**config.mk**
```make
export PLATFORM = sky130hd
export DESIGN_NAME = ccb_unit
export DESIGN_NICKNAME = d
export VERILOG_FILES = /design/src/rtl/ccb_pkg.sv /design/src/rtl/ccb_timer.sv /design/src/rtl/ccb_unit.sv
export SDC_FILE = /design/constraint.sdc
export NUM_CORES = 2
export LEC_CHECK = 0
export BUFFER_PORTS_ARGS = -buffer_cell sky130_fd_sc_hd__buf_2
export CAP_MARGIN = 10
export CORE_MARGIN = 2
export CORE_UTILIZATION = 50
export CTS_CLUSTER_DIAMETER = 150
export DETAILED_ROUTE_END_ITERATION = 16
export PLACE_DENSITY = 0.67
export SETUP_SLACK_MARGIN = 0.1
export SYNTH_ARGS = -nofsm -noshare
export SYNTH_HDL_FRONTEND = slang
export SYNTH_HIERARCHICAL = 1
export SYNTH_SLANG_ARGS = --single-unit
```
**constraint.sdc**
```tcl
create_clock -name SYS_CLK -period 7.35 [get_ports SYS_CLK]
set_clock_uncertainty 0.15 [all_clocks]
set_input_delay 1.8375 -clock SYS_CLK [delete_from_list [all_inputs] [get_ports SYS_CLK]]
set_output_delay 1.8375 -clock SYS_CLK [all_outputs]
set_load 0.02 [all_outputs]
```
**src/rtl/ccb_pkg.sv**
```systemverilog
// Constants for the compare blocking and pair unit
// Assumes a 32-bit AXI4-Lite master and two timers advanced by strobes
package ccb_pkg;

    // ********************************************
    // Sizes
    // ********************************************
    localparam int NCH    = 16;
    localparam int NPAIR  = 8;
    localparam int NTMR   = 2;
    localparam int CMP_W  = 16;
    localparam int ADDR_W = 7;
    localparam int NIRQ   = 18;

    // ********************************************
    // Register byte offsets
    // ********************************************
    localparam logic [6:0] OFS_TMR0_CNT = 7'h00;
    localparam logic [6:0] OFS_TMR0_RLD = 7'h04;
    localparam logic [6:0] OFS_TMR1_CNT = 7'h08;
    localparam logic [6:0] OFS_TMR1_RLD = 7'h0C;
    localparam logic [6:0] OFS_MODE     = 7'h10;
    localparam logic [6:0] OFS_ALLOC    = 7'h14;
    localparam logic [6:0] OFS_PAIR     = 7'h18;
    localparam logic [6:0] OFS_OUT      = 7'h1C;
    localparam logic [6:0] OFS_STATUS   = 7'h20;
    localparam logic [6:0] OFS_MASK     = 7'h24;
    localparam logic [6:0] OFS_CMP      = 7'h40;

    // ********************************************
    // Field positions and reset values
    // ********************************************
    localparam int IRQ_OVF_POS = 16;
    localparam logic [15:0] RST_CMP   = 16'h0000;
    localparam logic [15:0] RST_TMR   = 16'h0000;
    localparam logic [31:0] RST_MODE  = 32'h0000_0000;
    localparam logic [15:0] RST_ALLOC = 16'h0000;
    localparam logic [15:0] RST_PAIR  = 16'h0000;
    localparam logic [17:0] RST_MASK  = 18'h0_0000;

    // ********************************************
    // Codes
    // ********************************************
    localparam logic [1:0] MODE_IRQ      = 2'h0;
    localparam logic [1:0] MODE_TOGGLE   = 2'h1;
    localparam logic [1:0] MODE_ONCE_IRQ = 2'h2;
    localparam logic [1:0] MODE_PWM      = 2'h3;
    localparam logic [1:0] PAIR_COMPAT   = 2'h0;
    localparam logic [1:0] PAIR_OFF      = 2'h1;
    localparam logic [1:0] PAIR_ON       = 2'h2;
    localparam logic [1:0] RESP_OKAY     = 2'h0;
    localparam logic [1:0] RESP_SLVERR   = 2'h2;

endpackage

```
**src/rtl/ccb_timer.sv**
```systemverilog
// Reloading up-counter allocated to compare channels
// Assumes inc and software writes are synchronous to clk
`timescale 1ns/100ps
module ccb_timer
    import ccb_pkg::*;
#(
    parameter int W = CMP_W
)
(
    // Clock and reset
    input  wire logic         clk,
    input  wire logic         rst,
    // Control
    input  wire logic         inc,
    input  wire logic         wr_cnt,
    input  wire logic         wr_rld,
    input  wire logic [W-1:0] wdata,
    // State
    output logic      [W-1:0] cnt,
    output logic      [W-1:0] rld,
    output logic              cmp_en,
    output logic              ovf
);

    typedef struct packed {
        logic [W-1:0] cnt;
        logic [W-1:0] rld;
        logic         cmp_en;
        logic         ovf;
    } ccb_timer_state_type;

    ccb_timer_state_type r_reg;
    ccb_timer_state_type r_next;

    // ********************************************
    // Counter
    // ********************************************
    always_comb
    begin
        r_next        = r_reg;
        r_next.cmp_en = 1'b0;
        r_next.ovf    = 1'b0;
        if (wr_rld)
        begin
            r_next.rld = wdata;
        end
        if (wr_cnt)
        begin
            r_next.cnt = wdata;
        end
        else if (inc)
        begin
            r_next.cmp_en = 1'b1;
            if (r_reg.cnt == {W{1'b1}})
            begin
                r_next.cnt = r_reg.rld;
                r_next.ovf = 1'b1;
            end
            else
            begin
                r_next.cnt = r_reg.cnt + W'(1);
            end
        end
    end

    always_ff @(posedge clk)
    begin
        if (rst)
        begin
            r_reg <= '{cnt: W'(RST_TMR), rld: W'(RST_TMR), cmp_en: 1'b0, ovf: 1'b0};
        end
        else
        begin
            r_reg <= r_next;
        end
    end

    assign cnt    = r_reg.cnt;
    assign rld    = r_reg.rld;
    assign cmp_en = r_reg.cmp_en;
    assign ovf    = r_reg.ovf;
endmodule

```
**src/rtl/ccb_unit.sv**
```systemverilog
// Sixteen compare channels with blocking modes and bank pairing
// Assumes an AXI4-Lite master and timer increment strobes on TMR_INC
//
// Decided for this implementation: the AXI4-Lite interface to the registers and the placing of the registers.
`timescale 1ns/100ps

// Summary of operation
// - Timer restarts from reload after overflow
// - Mode 3 match sets output, overflow clears
// - Timer overflow raises its own interrupt
// - Modes 2,3 block further matches until overflow
// - Modes 2,3: value written after match applies next period
// - Mode 2 interrupt only; mode 3 drives output
// - Early rewrite replaces the pending match
// - Match at rewrite time still counts
// - Compare equal reload keeps output high
// - Compare below reload never matches
// - Channels split into two banks of eight
// - Channel x pairs with channel x+8
// - Paired matches drive lower bank pin only
// - Pairing via field or mode combination
// - Field 00 compat, 01 off, 10 on
// - Compat pairing: lower mode 1, upper 0
// - Paired match raises own interrupt, toggles
// - Simultaneous pair matches toggle once
module ccb_unit
    import ccb_pkg::*;
#(
    parameter int CW = CMP_W
)
(
    // Clock and reset
    input  wire logic              SYS_CLK,
    input  wire logic              RST,
    // Timer increment strobes
    input  wire logic [NTMR-1:0]   TMR_INC,
    // AXI4-Lite write
    input  wire logic [ADDR_W-1:0] S_AXI_AWADDR,
    input  wire logic              S_AXI_AWVALID,
    output logic                   S_AXI_AWREADY,
    input  wire logic [31:0]       S_AXI_WDATA,
    input  wire logic [3:0]        S_AXI_WSTRB,
    input  wire logic              S_AXI_WVALID,
    output logic                   S_AXI_WREADY,
    output logic [1:0]             S_AXI_BRESP,
    output logic                   S_AXI_BVALID,
    input  wire logic              S_AXI_BREADY,
    // AXI4-Lite read
    input  wire logic [ADDR_W-1:0] S_AXI_ARADDR,
    input  wire logic              S_AXI_ARVALID,
    output logic                   S_AXI_ARREADY,
    output logic [31:0]            S_AXI_RDATA,
    output logic [1:0]             S_AXI_RRESP,
    output logic                   S_AXI_RVALID,
    input  wire logic              S_AXI_RREADY,
    // Channel outputs
    output logic [NCH-1:0]         CHANNEL_OUTPUT_PIN,
    output logic [NCH-1:0]         CHANNEL_MATCH_IRQ,
    output logic [NTMR-1:0]        TIMER_OVERFLOW_IRQ,
    output logic                   INTERRUPT
);

    typedef struct packed {
        logic                          aw_hold;
        logic [ADDR_W-1:0]             aw_addr;
        logic                          awready;
        logic                          w_hold;
        logic [31:0]                   w_data;
        logic [3:0]                    w_strb;
        logic                          wready;
        logic                          bvalid;
        logic [1:0]                    bresp;
        logic                          arready;
        logic                          rvalid;
        logic [31:0]                   rdata;
        logic [1:0]                    rresp;
        logic [NCH-1:0][CW-1:0]        cmp;
        logic [NCH-1:0][1:0]           mode;
        logic [NCH-1:0]                alloc;
        logic [NPAIR-1:0][1:0]         pair;
        logic [NCH-1:0]                out;
        logic [NCH-1:0]                blocked;
        logic [NIRQ-1:0]               status;
        logic [NIRQ-1:0]               mask;
        logic [NCH-1:0]                ch_irq;
        logic [NTMR-1:0]               ovf_irq;
        logic                          irq;
    } ccb_state_type;

    ccb_state_type              s_reg;
    ccb_state_type              s_next;
    logic [NTMR-1:0][CW-1:0]    tmr_cnt;
    logic [NTMR-1:0][CW-1:0]    tmr_rld;
    logic [NTMR-1:0]            tmr_en;
    logic [NTMR-1:0]            tmr_ovf;
    logic [NTMR-1:0]            tmr_wr_cnt;
    logic [NTMR-1:0]            tmr_wr_rld;
    logic [CW-1:0]              tmr_wdata;
    logic [NCH-1:0]             ev;
    logic [NCH-1:0]             ch_ovf;
    logic [NPAIR-1:0]           dr;
    logic [31:0]                wdm;
    logic [31:0]                wclr;
    logic                       wr_go;

    // ********************************************
    // Timers
    // ********************************************
    for (genvar t = 0; t < NTMR; t++)
    begin : g_tmr
        ccb_timer #(.W(CW)) u_tmr (
            .clk    (SYS_CLK),
            .rst    (RST),
            .inc    (TMR_INC[t]),
            .wr_cnt (tmr_wr_cnt[t]),
            .wr_rld (tmr_wr_rld[t]),
            .wdata  (tmr_wdata),
            .cnt    (tmr_cnt[t]),
            .rld    (tmr_rld[t]),
            .cmp_en (tmr_en[t]),
            .ovf    (tmr_ovf[t])
        );
    end

    // ********************************************
    // Register access helpers
    // ********************************************
    function automatic logic mapped(input logic [ADDR_W-1:0] a);
        return (a >= OFS_CMP) || (a <= OFS_MASK);
    endfunction

    function automatic logic [31:0] reg_value(input logic [ADDR_W-1:0] a);
        logic [31:0] v;
        v = '0;
        if (a >= OFS_CMP)
        begin
            v[CW-1:0] = s_reg.cmp[a[5:2]];
        end
        else
        begin
            case (a)
                OFS_TMR0_CNT: v[CW-1:0] = tmr_cnt[0];
                OFS_TMR0_RLD: v[CW-1:0] = tmr_rld[0];
                OFS_TMR1_CNT: v[CW-1:0] = tmr_cnt[1];
                OFS_TMR1_RLD: v[CW-1:0] = tmr_rld[1];
                OFS_MODE:     v = s_reg.mode;
                OFS_ALLOC:    v[NCH-1:0] = s_reg.alloc;
                OFS_PAIR:     v[2*NPAIR-1:0] = s_reg.pair;
                OFS_OUT:      v[NCH-1:0] = s_reg.out;
                OFS_STATUS:   v[NIRQ-1:0] = s_reg.status;
                OFS_MASK:     v[NIRQ-1:0] = s_reg.mask;
                default:      v = '0;
            endcase
        end
        return v;
    endfunction

    function automatic logic [31:0] merge(input logic [31:0] o, input logic [31:0] n, input logic [3:0] st);
        logic [31:0] m;
        m = o;
        for (int b = 0; b < 4; b++)
        begin
            if (st[b])
            begin
                m[8*b +: 8] = n[8*b +: 8];
            end
        end
        return m;
    endfunction

    // ********************************************
    // Next state
    // ********************************************
    always_comb
    begin
        s_next     = s_reg;
        tmr_wr_cnt = '0;
        tmr_wr_rld = '0;
        wr_go      = s_reg.aw_hold && s_reg.w_hold && !s_reg.bvalid;
        wdm        = merge(reg_value(s_reg.aw_addr), s_reg.w_data, s_reg.w_strb);
        wclr       = merge(32'h0000_0000, s_reg.w_data, s_reg.w_strb);
        tmr_wdata  = wdm[CW-1:0];
        // Write channel
        if (S_AXI_AWVALID && s_reg.awready)
        begin
            s_next.aw_hold = 1'b1;
            s_next.aw_addr = {S_AXI_AWADDR[ADDR_W-1:2], 2'b00};
        end
        if (S_AXI_WVALID && s_reg.wready)
        begin
            s_next.w_hold = 1'b1;
            s_next.w_data = S_AXI_WDATA;
            s_next.w_strb = S_AXI_WSTRB;
        end
        if (s_reg.bvalid && S_AXI_BREADY)
        begin
            s_next.bvalid = 1'b0;
        end
        if (wr_go)
        begin
            s_next.aw_hold = 1'b0;
            s_next.w_hold  = 1'b0;
            s_next.bvalid  = 1'b1;
            s_next.bresp   = mapped(s_reg.aw_addr) ? RESP_OKAY : RESP_SLVERR;
            if (s_reg.aw_addr >= OFS_CMP)
            begin
                // new value replaces the pending one
                s_next.cmp[s_reg.aw_addr[5:2]] = wdm[CW-1:0];
            end
            else
            begin
                case (s_reg.aw_addr)
                    OFS_TMR0_CNT: tmr_wr_cnt[0] = 1'b1;
                    OFS_TMR0_RLD: tmr_wr_rld[0] = 1'b1;
                    OFS_TMR1_CNT: tmr_wr_cnt[1] = 1'b1;
                    OFS_TMR1_RLD: tmr_wr_rld[1] = 1'b1;
                    OFS_MODE:     s_next.mode = wdm;
                    OFS_ALLOC:    s_next.alloc = wdm[NCH-1:0];
                    OFS_PAIR:     s_next.pair = wdm[2*NPAIR-1:0];
                    OFS_STATUS:   s_next.status = s_reg.status & ~wclr[NIRQ-1:0];
                    OFS_MASK:     s_next.mask = wdm[NIRQ-1:0];
                    default:      s_next.bresp = s_next.bresp;
                endcase
            end
        end
        s_next.awready = !s_next.aw_hold;
        s_next.wready  = !s_next.w_hold;
        // Read channel
        if (S_AXI_ARVALID && s_reg.arready)
        begin
            s_next.rvalid = 1'b1;
            s_next.rdata  = reg_value({S_AXI_ARADDR[ADDR_W-1:2], 2'b00});
            s_next.rresp  = mapped({S_AXI_ARADDR[ADDR_W-1:2], 2'b00}) ? RESP_OKAY : RESP_SLVERR;
        end
        else if (s_reg.rvalid && S_AXI_RREADY)
        begin
            s_next.rvalid = 1'b0;
        end
        s_next.arready = !s_next.rvalid;

        // Matches use the compare value held before this cycle's write
        for (int c = 0; c < NCH; c++)
        begin
            ch_ovf[c] = tmr_ovf[s_reg.alloc[c]];
            ev[c] = tmr_en[s_reg.alloc[c]] && (tmr_cnt[s_reg.alloc[c]] == s_reg.cmp[c])
                    && !(s_reg.mode[c][1] && s_reg.blocked[c] && !ch_ovf[c]);
            if (ch_ovf[c])
            begin
                s_next.blocked[c] = 1'b0;
            end
            // later writes wait for next period
            if (ev[c] && s_reg.mode[c][1])
            begin
                s_next.blocked[c] = 1'b1;
            end
        end

        // lower bank 0..7, upper bank 8..15
        for (int p = 0; p < NPAIR; p++)
        begin
            dr[p] = (s_reg.pair[p] == PAIR_ON)
                    || ((s_reg.pair[p] == PAIR_COMPAT) && (s_reg.mode[p] == MODE_TOGGLE)
                        && (s_reg.mode[p+NPAIR] == MODE_IRQ));
        end

        for (int c = 0; c < NCH; c++)
        begin
            if ((c < NPAIR) && dr[c % NPAIR])
            begin
                if (ev[c] || ev[(c % NPAIR) + NPAIR])
                begin
                    s_next.out[c] = !s_reg.out[c];
                end
            end
            else if ((c >= NPAIR) && dr[c % NPAIR])
            begin
                s_next.out[c] = s_reg.out[c];
            end
            else
            begin
                // modes 0 and 2 leave the output alone
                if ((s_reg.mode[c] == MODE_TOGGLE) && ev[c])
                begin
                    s_next.out[c] = !s_reg.out[c];
                end
                if (s_reg.mode[c] == MODE_PWM)
                begin
                    if (ch_ovf[c])
                    begin
                        s_next.out[c] = 1'b0;
                    end
                    if (ev[c])
                    begin
                        s_next.out[c] = 1'b1;
                    end
                end
            end
        end

        s_next.ch_irq  = ev;
        s_next.ovf_irq = tmr_ovf;
        s_next.status  = s_next.status | {tmr_ovf, ev};
        s_next.irq     = |(s_next.status & s_next.mask);
    end

    // ********************************************
    // State register
    // ********************************************
    always_ff @(posedge SYS_CLK)
    begin
        if (RST)
        begin
            s_reg         <= '0;
            s_reg.awready <= 1'b1;
            s_reg.wready  <= 1'b1;
            s_reg.arready <= 1'b1;
            s_reg.cmp     <= {NCH{CW'(RST_CMP)}};
            s_reg.mode    <= RST_MODE;
            s_reg.alloc   <= RST_ALLOC;
            s_reg.pair    <= RST_PAIR;
            s_reg.mask    <= RST_MASK;
        end
        else
        begin
            s_reg <= s_next;
        end
    end

    assign S_AXI_AWREADY      = s_reg.awready;
    assign S_AXI_WREADY       = s_reg.wready;
    assign S_AXI_BVALID       = s_reg.bvalid;
    assign S_AXI_BRESP        = s_reg.bresp;
    assign S_AXI_ARREADY      = s_reg.arready;
    assign S_AXI_RVALID       = s_reg.rvalid;
    assign S_AXI_RDATA        = s_reg.rdata;
    assign S_AXI_RRESP        = s_reg.rresp;
    assign CHANNEL_OUTPUT_PIN = s_reg.out;
    assign CHANNEL_MATCH_IRQ  = s_reg.ch_irq;
    assign TIMER_OVERFLOW_IRQ = s_reg.ovf_irq;
    assign INTERRUPT          = s_reg.irq;
endmodule

```
==> results.ini <==
[outcome]
status = finished, final reports clean

[timing]
setup_tns_ns = 0
tightest_slew_ns = 1.30
hold_viol_final = 0
holdWs_ns = 0.297
slew_viol_final = 0
period_minus_slack_ns = 5.06
finalCritPeriodShare_pct = 68.8
fmaxAchievable_mhz = 198
slew_headroom_pct = 12.6
rsz0062_at_grt = no
final-setup-viol-count = 0

[critical_path]
worst-r2r-cell-count = 10
crit_path_max_incr_delay_ns = 0.96
critPathArrivalTime_ns = 5.44
worstPathRequired_ns = 7.73
start_kind = flip-flop
path_common_cell = buf_4
critical_path_depth = 10
critPathMaxFanout = 29
critPathBufInv = 2
crit_type = reg2reg
crit_family = compound AO/OA/AOI/OAI gates
end_kind = flip-flop
cp_cell_sequence = buf_4 -> nor3b_2 -> buf_4 -> and2_1 -> a221o_1 -> o41ai_4 -> o21ai_1 -> a222oi_1 -> o2111a_1 -> a41oi_1
cpMaxStageDelayCell = nor3b_2

[final_layout]
final_nets = 4215
nFillCells = 6640
syn2layout_area_growth_pct = 8.81
drive_gt1_share_pct = 13.7
largest_reg_flops = 415

[die]
io_pins = 135
start_util_pct = 50.4
row_count = 97
coreArea_um2 = 69900
die_h_um = 269
die_area_um2 = 72600
die_w_um = 269

[synth]
synthCells = 4297
synthFlopType = dfxtp_1
async_reset_ff_share_pct = 0
synth_edf_count = 0
synth-warning-count = 6
synth_area_per_cell_um2 = 8.19
ys_ff_latch = 557
yosysSeqAreaShare_pct = 31.7
netlist_area_um2 = 35200
yosysUniqueCellTypes = 85

[grt]
grt_util_all_layers_pct = 45.7
grt_pass1_wl_um = 241000
grt_pass1_vias = 32255
antenna_found_initial = 12
grt-ovfl-total = 0
grt_max_degree = 134

[routing]
viasPerCell = 6.95
drtAntennaViolNets = 0
drc = 0
dr_wl_met3_um = 24900
wl_met1_um = 61900
wl_um = 171000
via_count = 35734
dr.pass1.iters = 8
highest_layer = met5
post_drt_wl_per_cell_um = 33.3
met2RoutedLength_um = 68100
initialDrtViolationCount = 5995

[clocking]
clock_latency_ns = 0.65
cts_hold_buf = 0
cts_setup_buffers = 0
cts_resized = 0
cts-root-buf = clkbuf_16
clockBufferDepth = 3
cts_tree = done
htree_levels = 3
numCtsBuffers = 66
clk_pin_slew_ns = 0.06
clock_sinks = 557

[place]
gp_congestion = 1.11
port_buffers = 128
dp_hpwl_um = 118000

[pwr]
powerDensity_nw_per_um2 = 200
power_w = 0.00766
p_leak_nw = 12.4
ir_worst_vdd_v = 0.000200

[min_path]
hold_depth = 2
hold_class = reg2reg

[flow_run]
drv_cap = 0

[synthesized netlist by cell type (60+ instances only)]
library cell / number / area, µm²
mux2i_1: 331 / 3310
mux4_2: 134 / 3020
xor2_1: 67 / 587
nor2_1: 500 / 1880
nor4_1: 64 / 400
inv_1: 60 / 225
buf_2: 63 / 315
buf_4: 76 / 571
xnor2_1: 197 / 1730
nand3_1: 140 / 701
clkbuf_1: 292 / 1100
nand2_1: 573 / 2150
a21oi_1: 486 / 2430
dfxtp_1: 557 / 11200
[worst min-delay path: stages (launching register included)]
cell and delay [ns]:
dfxtp_1 0.31, nand2_1 0.05, a21oi_1 0.05
[placed cells by master, fill, tap and decap left out, types with 9 or more instances in the layout]
cell type    n
nor3b_1     21
a222oi_1    20
mux2_2      22
and3_1      25
mux2i_1    331
o21a_1       9
o32ai_1     17
nor2_1     493
clkbuf_16   67
buf_4      127
dfxtp_1    547
mux4_2     134
nor4_1      63
and2_1      34
nor2b_1     27
o31ai_1     13
xor2_1      67
o22ai_1     19
a211oi_1    15
nand2b_1    26
a41oi_1     17
buf_2      125
a21oi_1    485
o21ai_0     55
clkbuf_1    17
inv_1       59
nand3_1    139
nor3_1      52
a22oi_1     23
nand2_1    573
a31oi_1     21
a221oi_1    39
xnor2_1    197
o211ai_1     9
a22o_1      26
bufinv_16   10
nand4_1     45
[path summary, 6_finish.rpt]
check,startpoint,slack (ns),end
worst max register to register,s_reg[489],2.29,INTERRUPT
worst min-delay path,S_AXI_RDATA[20],0.30,S_AXI_RDATA[20]
worst max-delay path,s_reg[489],2.29,INTERRUPT
worst min register to register,S_AXI_RDATA[20],0.30,S_AXI_RDATA[20]
[logic make-up (layout without fill, tap and decap cells)]
family / count (synthesis) / after routing / synth area share [%]
xor+xnor: 264 / 264 / 6.57
compound gates: 867 / 867 / 15.5
other cells: 1 / 5 / 0.0107
flops: 557 / 557 / 31.7
fa+ha+maj: 2 / 2 / 0.0711
simple gates: 1589 / 1589 / 20.6
buf+inv: 527 / 430 / 6.76
mux: 490 / 490 / 18.8
[per-stage QoR]
| stage | cell area, µm² | worst slack (ns) | cells | util [%] |
|---|---|---|---|---|
| after global routing | 38300 | 2.39 | 5141 | 54.8 |
| after CTS | 38300 | 2.76 | 5140 | 54.8 |
| after global placement | 36100 | 2.38 | 5025 | 51.6 |
| after floorplan | 35200 | 3.18 | 4298 | - |
| final | 38300 | 2.29 | 5144 | 54.8 |
| after detailed placement | 36100 | 2.38 | 5025 | 51.6 |
[where the power goes]
part / switching (W) / internal, W
Combinational: 0.000736 / 0.000262
Sequential: 0.0000775 / 0.00307
Clock: 0.00144 / 0.00208
[layer usage]
layer	vias to the layer above	GRT usage, %
met5	-	0.526
met4	18	33.7
met3	770	16.9
met2	2981	63.9
met1	17024	57.4
li1	14941	-
[final cells by class]
cell class | count | area [µm²] | share of cell area, %
diodes | 3 | 7.51 | 0.0196
clock buffers | 88 | 1800 | 4.69
clock inverters | 27 | 434 | 1.13
inverters | 60 | 225 | 0.588
multi-input cells | 3214 | 21900 | 57.1
flip-flops and latches | 557 | 11200 | 29.2
well taps | 940 | 1180 | 3.07
repair buffers | 255 | 1630 | 4.24
Power figures use the tool's default switching activity.
